## src/rtl/pmf_pkg.sv

```systemverilog
// Function
// - master ready low in bus reset, clear
// - write enable low captures inbound data word
// - hold low postpones burst until release/full
// - write full flag when no free location
// - almost full when four or fewer free
// - write empty flag in pci clock domain
// - read enable low presents next read word
// - read data valid whenever queue not empty; the code loads data_to_user_o only on a read enable pop and holds it otherwise
// - read empty flag while read queue empty
package pmf_pkg;
  // queue geometry
  localparam int DATA_W = 64;
  localparam int DEPTH = 32;
  localparam int CNT_W = 6;
  localparam logic [5:0] FULL_CNT = 6'h20;
  localparam logic [5:0] AFULL_FREE = 6'h04;
  localparam logic [5:0] AFULL_CNT = 6'h1C;
  localparam logic [5:0] EMPTY_CNT = 6'h00;

  // apb map, byte addresses
  localparam int ADDR_W = 12;
  localparam logic [11:0] CTRL_OFF = 12'h000;
  localparam logic [11:0] STAT_OFF = 12'h004;
  localparam logic [11:0] CNT_OFF = 12'h008;

  // control register fields
  localparam int CTRL_BUS_RST_BIT = 0;
  localparam int CTRL_CLEAR_BIT = 1;
  localparam logic CTRL_BUS_RST_RST = 1'b0;

  // status register fields
  localparam int STAT_READY_BIT = 0;
  localparam int STAT_WFULL_BIT = 1;
  localparam int STAT_WAFULL_BIT = 2;
  localparam int STAT_WEMPTY_BIT = 3;
  localparam int STAT_REMPTY_BIT = 4;
  localparam int STAT_HOLD_BIT = 5;
  localparam int STAT_STATE_LSB = 8;
  localparam int STAT_CMD_LSB = 12;
  localparam int CNT_RD_LSB = 16;

  // command bit that marks a write operation
  localparam int CMD_WRITE_BIT = 0;

  // synchronised pci-side inputs
  localparam int SYNC_W = 5;
  localparam int S_PCICLK = 0;
  localparam int S_HOLD = 1;
  localparam int S_WTAKE = 2;
  localparam int S_RPUSH = 3;
  localparam int S_PCIRST = 4;
  localparam logic [4:0] SYNC_RST = 5'h12;

  // flag values after reset
  localparam logic READY_RST = 1'b0;
  localparam logic FULL_N_RST = 1'b1;
  localparam logic AFULL_N_RST = 1'b1;
  localparam logic EMPTY_N_RST = 1'b0;

  // burst engine states
  typedef enum logic [2:0] {
    XF_IDLE = 3'b001,
    XF_HOLD = 3'b010,
    XF_BURST = 3'b100
  } pmf_xfer_e;
endpackage : pmf_pkg

```

## src/rtl/pmf_fifo.sv

```systemverilog
`timescale 1ns/10ps
`default_nettype none
module pmf_fifo #(
  parameter int WIDTH = pmf_pkg::DATA_W,
  parameter int DEPTH = pmf_pkg::DEPTH,
  parameter int CNT_W = pmf_pkg::CNT_W
) (
  // clock and reset
  input wire logic mclk_i,
  input wire logic reset_n_i,
  // control
  input wire logic clear_i,
  input wire logic push_i,
  input wire logic pop_i,
  // data
  input wire logic [WIDTH-1:0] wdata_i,
  output logic [WIDTH-1:0] head_o,
  // occupancy
  output logic [CNT_W-1:0] count_o,
  output logic [CNT_W-1:0] nxt_count_o
);
  localparam int PTR_W = $clog2(DEPTH);

  logic [WIDTH-1:0] mem [DEPTH];
  logic [PTR_W-1:0] wr_ptr_ff;
  logic [PTR_W-1:0] rd_ptr_ff;
  logic [CNT_W-1:0] cnt_ff;
  logic [PTR_W-1:0] nxt_wr_ptr;
  logic [PTR_W-1:0] nxt_rd_ptr;
  logic [CNT_W-1:0] nxt_cnt;
  logic push_ok;
  logic pop_ok;

  // a push into a full queue is dropped, which is why writers watch full
  always_comb begin
    push_ok = push_i && (cnt_ff != CNT_W'(DEPTH)) && !clear_i;
    pop_ok = pop_i && (cnt_ff != '0) && !clear_i;
    nxt_wr_ptr = wr_ptr_ff + PTR_W'(push_ok);
    nxt_rd_ptr = rd_ptr_ff + PTR_W'(pop_ok);
    nxt_cnt = cnt_ff + CNT_W'(push_ok) - CNT_W'(pop_ok);
    if (clear_i) begin
      nxt_wr_ptr = '0;
      nxt_rd_ptr = '0;
      nxt_cnt = '0;
    end
  end

  // pointers and count
  always_ff @(posedge mclk_i or negedge reset_n_i) begin
    if (!reset_n_i) begin
      wr_ptr_ff <= '0;
      rd_ptr_ff <= '0;
      cnt_ff <= '0;
    end else begin
      wr_ptr_ff <= nxt_wr_ptr;
      rd_ptr_ff <= nxt_rd_ptr;
      cnt_ff <= nxt_cnt;
    end
  end

  // storage has no reset, contents only matter when counted
  always_ff @(posedge mclk_i) begin
    if (push_ok) begin
      mem[wr_ptr_ff] <= wdata_i;
    end
  end

  assign head_o = mem[rd_ptr_ff];
  assign count_o = cnt_ff;
  assign nxt_count_o = nxt_cnt;
endmodule : pmf_fifo
`default_nettype wire

```

## src/rtl/pmf_sync.sv

```systemverilog
`timescale 1ns/10ps
`default_nettype none
module pmf_sync #(
  parameter int W = pmf_pkg::SYNC_W,
  parameter logic [pmf_pkg::SYNC_W-1:0] RST_VAL = pmf_pkg::SYNC_RST
) (
  // clock and reset
  input wire logic mclk_i,
  input wire logic reset_n_i,
  // foreign inputs and their clean copies
  input wire logic [W-1:0] async_i,
  output logic [W-1:0] sync_o
);
  logic [W-1:0] s1_ff;
  logic [W-1:0] s2_ff;
  logic [W-1:0] s3_ff;
  logic [W-1:0] out_ff;
  logic [W-1:0] nxt_out;

  // a bit only changes once second and third stage agree
  always_comb begin
    nxt_out = (s2_ff & s3_ff) | (out_ff & (s2_ff ^ s3_ff));
  end

  // first stage feeds only the second
  always_ff @(posedge mclk_i or negedge reset_n_i) begin
    if (!reset_n_i) begin
      s1_ff <= RST_VAL;
      s2_ff <= RST_VAL;
      s3_ff <= RST_VAL;
      out_ff <= RST_VAL;
    end else begin
      s1_ff <= async_i;
      s2_ff <= s1_ff;
      s3_ff <= s2_ff;
      out_ff <= nxt_out;
    end
  end

  assign sync_o = out_ff;
endmodule : pmf_sync
`default_nettype wire

```

## src/rtl/pmf_top.sv

```systemverilog
// Implementation choices: the placing of the registers and the APB slave port.
`timescale 1ns/10ps
`default_nettype none
module pmf_top (
  // clock and reset
  input wire logic mclk_i,
  input wire logic reset_n_i,
  // apb slave
  input wire logic psel_i,
  input wire logic penable_i,
  input wire logic pwrite_i,
  input wire logic [pmf_pkg::ADDR_W-1:0] paddr_i,
  input wire logic [31:0] pwdata_i,
  output logic [31:0] prdata_o,
  output logic pready_o,
  output logic pslverr_o,
  // user side, queue clock
  input wire logic [3:0] mcmd_i,
  input wire logic [pmf_pkg::DATA_W-1:0] data_from_user_i,
  input wire logic wdata_en_n_i,
  input wire logic last_cyc_n_i,
  input wire logic rdata_en_n_i,
  input wire logic master_queues_clear_n_i,
  output logic [pmf_pkg::DATA_W-1:0] data_to_user_o,
  output logic master_ready_o,
  output logic write_fifo_full_n_o,
  output logic write_fifo_almost_full_n_o,
  output logic read_fifo_empty_n_o,
  // pci side, pci clock domain, sampled
  input wire logic pci_clk_i,
  input wire logic pci_rst_n_i,
  input wire logic bus_hold_n_i,
  input wire logic pci_wtake_i,
  input wire logic pci_rpush_i,
  input wire logic [pmf_pkg::DATA_W-1:0] pci_rdata_i,
  output logic write_fifo_empty_n_o,
  output logic [pmf_pkg::DATA_W-1:0] pci_wdata_o,
  output logic pci_wlast_o,
  output logic pci_wvalid_o,
  output logic pci_burst_o
);
  // register hit decode, shared by read and write paths
  function automatic logic reg_hit(input logic [pmf_pkg::ADDR_W-1:0] a,
                                   input logic [pmf_pkg::ADDR_W-1:0] off);
    reg_hit = (a == off);
  endfunction : reg_hit

  logic [pmf_pkg::SYNC_W-1:0] pci_s;
  logic pci_clk_prev_ff;
  logic nxt_pci_clk_prev;
  logic pci_edge;
  logic hold_n_s;
  logic wtake_s;
  logic rpush_s;
  logic bus_reset;
  logic clear_all;

  // write queue carries the last strobe beside each word
  logic [pmf_pkg::DATA_W:0] w_head;
  logic [pmf_pkg::CNT_W-1:0] w_cnt;
  logic [pmf_pkg::CNT_W-1:0] w_nxt_cnt;
  logic w_push;
  logic w_pop;
  logic [pmf_pkg::DATA_W-1:0] r_head;
  logic [pmf_pkg::CNT_W-1:0] r_cnt;
  logic [pmf_pkg::CNT_W-1:0] r_nxt_cnt;
  logic r_push;
  logic r_pop;

  pmf_pkg::pmf_xfer_e state_ff;
  pmf_pkg::pmf_xfer_e nxt_state;
  logic [pmf_pkg::DATA_W-1:0] pci_wdata_ff;
  logic [pmf_pkg::DATA_W-1:0] nxt_pci_wdata;
  logic pci_wlast_ff;
  logic nxt_pci_wlast;
  logic pci_wvalid_ff;
  logic nxt_pci_wvalid;
  logic burst_ff;
  logic nxt_burst;

  logic ready_ff;
  logic nxt_ready;
  logic wfull_n_ff;
  logic nxt_wfull_n;
  logic wafull_n_ff;
  logic nxt_wafull_n;
  logic wempty_n_ff;
  logic nxt_wempty_n;
  logic rempty_n_ff;
  logic nxt_rempty_n;
  logic [pmf_pkg::DATA_W-1:0] rdata_ff;
  logic [pmf_pkg::DATA_W-1:0] nxt_rdata;
  logic [3:0] cmd_ff;
  logic [3:0] nxt_cmd;

  logic pready_ff;
  logic nxt_pready;
  logic pslverr_ff;
  logic nxt_pslverr;
  logic [31:0] prdata_ff;
  logic [31:0] nxt_prdata;
  logic ctrl_bus_rst_ff;
  logic nxt_ctrl_bus_rst;
  logic soft_clear_ff;
  logic nxt_soft_clear;

  // pci-side levels cross through three stages and an output flop before use
  pmf_sync #(
    .W(pmf_pkg::SYNC_W),
    .RST_VAL(pmf_pkg::SYNC_RST)
  ) u_sync (
    .mclk_i(mclk_i),
    .reset_n_i(reset_n_i),
    .async_i({pci_rst_n_i, pci_rpush_i, pci_wtake_i, bus_hold_n_i, pci_clk_i}),
    .sync_o(pci_s)
  );

  // pci edge event from the cleaned pci clock copy
  always_comb begin
    nxt_pci_clk_prev = pci_s[pmf_pkg::S_PCICLK];
    pci_edge = pci_s[pmf_pkg::S_PCICLK] && !pci_clk_prev_ff;
    hold_n_s = pci_s[pmf_pkg::S_HOLD];
    wtake_s = pci_s[pmf_pkg::S_WTAKE];
    rpush_s = pci_s[pmf_pkg::S_RPUSH];
    bus_reset = ctrl_bus_rst_ff || !pci_s[pmf_pkg::S_PCIRST];
    clear_all = !master_queues_clear_n_i || soft_clear_ff || bus_reset;
  end

  always_ff @(posedge mclk_i or negedge reset_n_i) begin
    if (!reset_n_i) begin
      pci_clk_prev_ff <= 1'b0;
    end else begin
      pci_clk_prev_ff <= nxt_pci_clk_prev;
    end
  end

  // queue strobes; rdata from the pci engine is held for a whole pci period
  always_comb begin
    w_push = !wdata_en_n_i;
    r_push = pci_edge && rpush_s;
    r_pop = !rdata_en_n_i && (r_cnt != pmf_pkg::EMPTY_CNT);
    w_pop = (state_ff == pmf_pkg::XF_BURST) && pci_edge && wtake_s &&
            (w_cnt != pmf_pkg::EMPTY_CNT);
  end

  pmf_fifo #(
    .WIDTH(pmf_pkg::DATA_W + 1),
    .DEPTH(pmf_pkg::DEPTH),
    .CNT_W(pmf_pkg::CNT_W)
  ) u_wfifo (
    .mclk_i(mclk_i),
    .reset_n_i(reset_n_i),
    .clear_i(clear_all),
    .push_i(w_push),
    .pop_i(w_pop),
    .wdata_i({!last_cyc_n_i, data_from_user_i}),
    .head_o(w_head),
    .count_o(w_cnt),
    .nxt_count_o(w_nxt_cnt)
  );

  pmf_fifo #(
    .WIDTH(pmf_pkg::DATA_W),
    .DEPTH(pmf_pkg::DEPTH),
    .CNT_W(pmf_pkg::CNT_W)
  ) u_rfifo (
    .mclk_i(mclk_i),
    .reset_n_i(reset_n_i),
    .clear_i(clear_all),
    .push_i(r_push),
    .pop_i(r_pop),
    .wdata_i(pci_rdata_i),
    .head_o(r_head),
    .count_o(r_cnt),
    .nxt_count_o(r_nxt_cnt)
  );

  // burst engine: waits in hold so the user can fill the queue first
  always_comb begin
    nxt_state = state_ff;
    nxt_pci_wdata = pci_wdata_ff;
    nxt_pci_wlast = pci_wlast_ff;
    nxt_pci_wvalid = w_pop;
    if (w_pop) begin
      nxt_pci_wdata = w_head[pmf_pkg::DATA_W-1:0];
      nxt_pci_wlast = w_head[pmf_pkg::DATA_W];
    end
    unique case (state_ff)
      pmf_pkg::XF_IDLE: begin
        if (pci_edge && cmd_ff[pmf_pkg::CMD_WRITE_BIT] &&
            (w_cnt != pmf_pkg::EMPTY_CNT)) begin
          nxt_state = pmf_pkg::XF_HOLD;
        end
      end
      pmf_pkg::XF_HOLD: begin
        if (pci_edge && (hold_n_s || (w_cnt == pmf_pkg::FULL_CNT))) begin
          nxt_state = pmf_pkg::XF_BURST;
        end
      end
      pmf_pkg::XF_BURST: begin
        if (w_pop && w_head[pmf_pkg::DATA_W]) begin
          nxt_state = pmf_pkg::XF_IDLE;
        end
      end
      default: begin
        nxt_state = pmf_pkg::XF_IDLE;
      end
    endcase
    if (clear_all) begin
      nxt_state = pmf_pkg::XF_IDLE;
    end
    nxt_burst = (nxt_state == pmf_pkg::XF_BURST);
  end

  always_ff @(posedge mclk_i or negedge reset_n_i) begin
    if (!reset_n_i) begin
      state_ff <= pmf_pkg::XF_IDLE;
      pci_wdata_ff <= '0;
      pci_wlast_ff <= 1'b0;
      pci_wvalid_ff <= 1'b0;
      burst_ff <= 1'b0;
    end else begin
      state_ff <= nxt_state;
      pci_wdata_ff <= nxt_pci_wdata;
      pci_wlast_ff <= nxt_pci_wlast;
      pci_wvalid_ff <= nxt_pci_wvalid;
      burst_ff <= nxt_burst;
    end
  end

  // flags from next counts; all but write empty, which waits for a pci edge or clear, track the queue without lag
  always_comb begin
    nxt_ready = !bus_reset && !clear_all;
    nxt_wfull_n = (w_nxt_cnt != pmf_pkg::FULL_CNT);
    nxt_wafull_n = (w_nxt_cnt < pmf_pkg::AFULL_CNT);
    nxt_rempty_n = (r_nxt_cnt != pmf_pkg::EMPTY_CNT);
    nxt_wempty_n = wempty_n_ff;
    if (pci_edge || clear_all) begin
      nxt_wempty_n = (w_nxt_cnt != pmf_pkg::EMPTY_CNT);
    end
    nxt_rdata = r_pop ? r_head : rdata_ff;
    nxt_cmd = mcmd_i;
  end

  always_ff @(posedge mclk_i or negedge reset_n_i) begin
    if (!reset_n_i) begin
      ready_ff <= pmf_pkg::READY_RST;
      wfull_n_ff <= pmf_pkg::FULL_N_RST;
      wafull_n_ff <= pmf_pkg::AFULL_N_RST;
      rempty_n_ff <= pmf_pkg::EMPTY_N_RST;
      wempty_n_ff <= pmf_pkg::EMPTY_N_RST;
      rdata_ff <= '0;
      cmd_ff <= '0;
    end else begin
      ready_ff <= nxt_ready;
      wfull_n_ff <= nxt_wfull_n;
      wafull_n_ff <= nxt_wafull_n;
      rempty_n_ff <= nxt_rempty_n;
      wempty_n_ff <= nxt_wempty_n;
      rdata_ff <= nxt_rdata;
      cmd_ff <= nxt_cmd;
    end
  end

  // apb slave, one wait state so read data comes from a flop
  always_comb begin
    nxt_pready = psel_i && penable_i && !pready_ff;
    nxt_pslverr = 1'b0;
    nxt_prdata = '0;
    nxt_ctrl_bus_rst = ctrl_bus_rst_ff;
    nxt_soft_clear = 1'b0;
    if (nxt_pready) begin
      if (reg_hit(paddr_i, pmf_pkg::CTRL_OFF)) begin
        nxt_prdata[pmf_pkg::CTRL_BUS_RST_BIT] = ctrl_bus_rst_ff;
        if (pwrite_i) begin
          nxt_ctrl_bus_rst = pwdata_i[pmf_pkg::CTRL_BUS_RST_BIT];
          nxt_soft_clear = pwdata_i[pmf_pkg::CTRL_CLEAR_BIT];
        end
      end else if (reg_hit(paddr_i, pmf_pkg::STAT_OFF)) begin
        nxt_prdata[pmf_pkg::STAT_READY_BIT] = ready_ff;
        nxt_prdata[pmf_pkg::STAT_WFULL_BIT] = wfull_n_ff;
        nxt_prdata[pmf_pkg::STAT_WAFULL_BIT] = wafull_n_ff;
        nxt_prdata[pmf_pkg::STAT_WEMPTY_BIT] = wempty_n_ff;
        nxt_prdata[pmf_pkg::STAT_REMPTY_BIT] = rempty_n_ff;
        nxt_prdata[pmf_pkg::STAT_HOLD_BIT] = hold_n_s;
        nxt_prdata[pmf_pkg::STAT_STATE_LSB +: 3] = state_ff;
        nxt_prdata[pmf_pkg::STAT_CMD_LSB +: 4] = cmd_ff;
      end else if (reg_hit(paddr_i, pmf_pkg::CNT_OFF)) begin
        nxt_prdata[pmf_pkg::CNT_W-1:0] = w_cnt;
        nxt_prdata[pmf_pkg::CNT_RD_LSB +: pmf_pkg::CNT_W] = r_cnt;
      end else begin
        nxt_pslverr = 1'b1; // unmapped: error, reads zero
      end
    end
  end

  always_ff @(posedge mclk_i or negedge reset_n_i) begin
    if (!reset_n_i) begin
      pready_ff <= 1'b0;
      pslverr_ff <= 1'b0;
      prdata_ff <= '0;
      ctrl_bus_rst_ff <= pmf_pkg::CTRL_BUS_RST_RST;
      soft_clear_ff <= 1'b0;
    end else begin
      pready_ff <= nxt_pready;
      pslverr_ff <= nxt_pslverr;
      prdata_ff <= nxt_prdata;
      ctrl_bus_rst_ff <= nxt_ctrl_bus_rst;
      soft_clear_ff <= nxt_soft_clear;
    end
  end

  // outputs, each straight from a flop
  assign prdata_o = prdata_ff;
  assign pready_o = pready_ff;
  assign pslverr_o = pslverr_ff;
  assign data_to_user_o = rdata_ff;
  assign master_ready_o = ready_ff;
  assign write_fifo_full_n_o = wfull_n_ff;
  assign write_fifo_almost_full_n_o = wafull_n_ff;
  assign read_fifo_empty_n_o = rempty_n_ff;
  assign write_fifo_empty_n_o = wempty_n_ff;
  assign pci_wdata_o = pci_wdata_ff;
  assign pci_wlast_o = pci_wlast_ff;
  assign pci_wvalid_o = pci_wvalid_ff;
  assign pci_burst_o = burst_ff;
endmodule : pmf_top
`default_nettype wire

```

## config.mk

```make
export PLATFORM = sky130hd
export DESIGN_NAME = pmf_top
export DESIGN_NICKNAME = d
export VERILOG_FILES = /design/src/rtl/pmf_pkg.sv /design/src/rtl/pmf_fifo.sv /design/src/rtl/pmf_sync.sv /design/src/rtl/pmf_top.sv
export SDC_FILE = /design/constraint.sdc
export NUM_CORES = 2
export LEC_CHECK = 0
export BUFFER_PORTS_ARGS = -buffer_cell sky130_fd_sc_hd__buf_2
export CAP_MARGIN = 40
export CORE_UTILIZATION = 56
export DETAILED_ROUTE_END_ITERATION = 10
export PLACE_DENSITY_LB_ADDON = 0.25
export SLEW_MARGIN = 10
export SYNTH_ARGS = -nofsm -noshare
export SYNTH_HDL_FRONTEND = slang
export SYNTH_MEMORY_MAX_BITS = 65536
export SYNTH_SLANG_ARGS = --single-unit
```

## constraint.sdc

```tcl
create_clock -name mclk_i -period 4.95 [get_ports mclk_i]
set_clock_uncertainty 0.15 [all_clocks]
set_input_delay 0.7425 -clock mclk_i [delete_from_list [all_inputs] [get_ports mclk_i]]
set_output_delay 0.7425 -clock mclk_i [all_outputs]
set_load 0.02 [all_outputs]
```

==> summary.md <==
| Metric | Value |
|---|---|
| Status | finished clean |
| IO buf count | 316 |
| Endpoint type of the worst setup path | flop |
| Max cap viols | 0 |
| Clk pin slew, worst setup/hold paths | 0.06 ns |
| Cells along the critical path | nand4bb_1 -> inv_2 -> nand3_1 -> a21oi_1 -> buf_4 -> nand3_1 -> nor2_4 -> buf_4 |
| Max IR drop VDD | 409.3 uV |
| #FFs+latches synth | 4347 |
| DRT Pass-1 Iters | 5 |
| Final Hold Fails | 0 |
| Final Util | 64.37% |
| ANT nets after route | 0 |
| Crit path required time | 5.36 ns |
| Synthesized instance count | 7744 |
| GRT Total Usage | 27.28% |
| Via count | 82240 |
| Crit path max-delay family | simple AND/OR/NAND/NOR gates |
| Initial antenna violation count | 44 |
| Setup bufs post-CTS | 0 |
| Chip Height | 544.7 um |
| EDFF count, synth | 4128 |
| Design Area, Final | 187800 um2 |
| Initial Util | 56.52% |
| Worst R2R Start | u_sync.sync_o[4] |
| Setup TNS | 0 ns |
| Number of fill cells | 19200 |
| P per Cell Area | 395.2 nW/um2 |
| Synth Warn # | 0 |
| Seq pwr share | 54.7% |
| Vias in the first global route | 83930 |
| Root Buffer | clkbuf_16 |
| Hold crit path type | in2reg |
| Ratio of cells with drive above 1 in the final layout | 25.28% |
| Synthesis-to-finish area growth | 13.89% |
| Crit Path Class | reg2reg |
| Total grt overflow | 0 |
| Io pins | 360 |
| Nets | 8583 |
| Mapped Area | 164900 um2 |
| Area after DPL | 173500 um2 |
| Slowest cell on crit path | nor2_4 |
| Dpl hpwl | 218000 um |
| Total core area | 291800 um2 |
| CP startpoint kind | flop |
| First-pass GRT wire length | 581700 um |
| Routability cong. | 0.7862 |
| Arrival time at the worst endpoint | 4.36 ns |
| Rows | 198 |
| Max clock buf depth | 4 |
| PostCTS Resize Cnt | 0 |
| Main synth FF type | edfxtp_1 |
| Clock share of power | 43.4% |
| Worst Path Buf+Inv | 3 |
| Crit path launch | u_sync.sync_o[4] |
| Post-Syn Area per Cell | 21.30 um2 |
| Synth top area share | 75.16% |
| DR iter-0 viols | 10160 |
| Final hold slack | 0.1191 ns |
| WL final | 404500 um |
| Period utilization | 79.73% |
| Synth cell types | 58 |
| P_int | 0.05922 W |
| Min-Delay Startpoint | pci_rdata_i[19] |
| Max Fclk | 253.4 MHz |
| Leak Pwr | 58.17 nW |
| Clk sink count | 4347 |
| Die width | 544.7 um |
| DR DRC count | 0 |
| Slew HR | 29.29% |
| Async SR Flop Fraction | 5.038% |
| Maximum fanout along the worst path | 18 |
| Slew Viols, Final | 0 |
| Final Non-Filler Cells | 12640 |
| Wire per inst | 31.99 um |
| Combinational power share | 1.8% |
| Total placed cells including tap cells | 11810 |
| Net Switching | 0.01502 W |
| Top cells by area, synth | edfxtp_1 (75%), mux4_2 (11%), dfrtp_1 (3.2%) |
| RSZ-0062 raised after global routing | no |
| Part of the Yosys area used for sequential elements | 78.49% |
| Setup violators final | 0 |
| Worst slew pin tran | 1.061 ns |
| Vias per std cell | 6.504 |
| Skew-Pair Late Insertion Delay | 0.97 ns |
| Die ar. | 296700 um2 |
| Biggest area consumer among synthesized cells | edfxtp_1 |
| Crit-path max cell delay | 0.61 ns |
| Largest net degree at the start of global routing | 134 |
| Sw frac | 20.24% |
| CTS tree | built |
| CTS Buf Count | 425 |
| Final min period | 3.947 ns |
| H-tree level count | 5 |
timing repair:
action,4_1_cts,5_1_grt
setup endpoints to repair,0,0
endpoints found under the hold margin,81,0
hold buffers,19,0
cell usage after synthesis, types with 3 or more instances:
cell          n
or4_1         3
mux2_2       58
a221oi_1      7
mux4_2      788
nand2b_1      6
o21ai_0      99
dfstp_2      11
o21ai_1      26
a21o_1        8
ha_1         31
a221o_1      69
nand2_1     320
buf_1        40
a31oi_1       3
mux2i_1     431
dfrtp_1     208
nor2b_1      11
a22o_1       12
nor3_1       12
o22ai_1     118
buf_2       124
xnor2_1      10
a2111oi_0    59
inv_1        23
buf_4        56
nand3b_1     10
buf_6        17
nor2_1      107
o221ai_1    179
or3_1         3
clkbuf_1    226
xor2_1        9
and2_1       28
a211oi_1     58
a21oi_1     140
or3b_2        5
edfxtp_1   4128
nand3_1      13
and3_1        3
a22oi_1     263
logic make-up after synthesis:
family          synth area share (%)
flops                          78.49
mux                            13.78
compound gates                 4.590
simple gates                   1.370
buf+inv                        1.410
fa+ha+maj                     0.2594
xor+xnor                      0.1009
other cells                 0.002274
per-stage QoR:
step	power (W)	setup slack, ns
after floorplan	0.04176	-0.4946
after global placement	0.04267	0.6437
after detailed placement	0.04275	0.5784
after CTS	0.07460	0.8733
after global routing	0.07616	0.7594
final	0.07424	1.003
worst paths after layout:
path,to,slack (ns),cells after the start
max,u_rfifo.mem[7][63],1.00,8
min,u_rfifo.mem[24][19],0.12,1
max reg2reg,u_rfifo.mem[7][63],1.00,8
min reg2reg,u_sync.s2_ff[3],0.20,0
max in group asynchronous,prdata_o[18],3.21,3
min in group asynchronous,pci_wdata_o[9],0.17,2
flip-flops by register name, summed over array words and instances (netlist names), 3 cells and up:
| name | count |
|---|---|
| u_rfifo.mem | 2048 |
| u_sync.s2_ff | 5 |
| u_rfifo.count_o | 6 |
| u_wfifo.rd_ptr_ff | 5 |
| u_wfifo.count_o | 6 |
| u_wfifo.wr_ptr_ff | 5 |
| u_sync.sync_o | 5 |
| u_wfifo.mem | 2080 |
| state_ff | 3 |
| u_rfifo.rd_ptr_ff | 5 |
| pci_wdata_o | 64 |
| u_sync.s3_ff | 5 |
| data_to_user_o | 64 |
| prdata_o | 19 |
| cmd_ff | 4 |
| u_sync.s1_ff | 5 |
| u_rfifo.wr_ptr_ff | 5 |
layer usage:
layer	vias up	GRT usage (%)	wire length, um
met5	-	0	184
met4	30	8.035	12020
met3	774	5.227	34270
met2	3898	46.01	205000
met1	43670	36.41	153100
li1	33860	-	-
cell type report:
class,count,area (um2),share of cell area (%)
inverters,25,96.34,0.05129
clock inverters,194,2231,1.188
clock buffers,595,11890,6.328
diodes,22,55.05,0.02931
repair buffers,640,5404,2.877
well taps,3900,4880,2.598
multi-input cells,2921,33800,17.99
flip-flops and latches,4347,129500,68.93
power by group through the flow:
stage	sequential (W)	combinational, W	clock [W]
3_5_place_dp	0.0414	0.00135	0
2_1_floorplan	0.0415	0.000261	0
6_report	0.0406	0.00137	0.0322
5_1_grt	0.0406	0.00147	0.0341
4_1_cts	0.0406	0.00137	0.0326
3_3_place_gp	0.0414	0.00129	0
placed cells by master, fill, tap and decap left out, drive strengths merged, types with 5 or more instances in the layout:
| master | Yosys | layout |
|---|---|---|
| nand2b | 6 | 6 |
| nand2 | 320 | 320 |
| or3b | 5 | 5 |
| inv | 25 | 35 |
| a22o | 12 | 12 |
| nor3 | 12 | 12 |
| o21ai | 125 | 125 |
| o22ai | 118 | 118 |
| bufinv | 0 | 30 |
| clkbuf | 226 | 595 |
| mux4 | 788 | 788 |
| dlygate4sd3 | 0 | 19 |
| dfrtp | 208 | 208 |
| a2111oi | 59 | 59 |
| nor2 | 107 | 107 |
| dfstp | 11 | 11 |
| a21oi | 140 | 140 |
| clkinvlp | 0 | 14 |
| diode | 0 | 22 |
| a221oi | 7 | 7 |
| and2 | 28 | 28 |
| edfxtp | 4128 | 4128 |
| mux2i | 431 | 431 |
| conb | 1 | 13 |
| nand3 | 13 | 13 |
| o221ai | 179 | 179 |
| nand3b | 10 | 10 |
| a22oi | 263 | 263 |
| clkinv | 0 | 140 |
| a221o | 69 | 69 |
| buf | 237 | 621 |
| a21o | 8 | 8 |
| xnor2 | 10 | 10 |
| nor2b | 11 | 11 |
| a211oi | 58 | 58 |
| ha | 31 | 31 |
| xor2 | 9 | 9 |
| mux2 | 59 | 59 |
(Power assumes the default switching activity.)
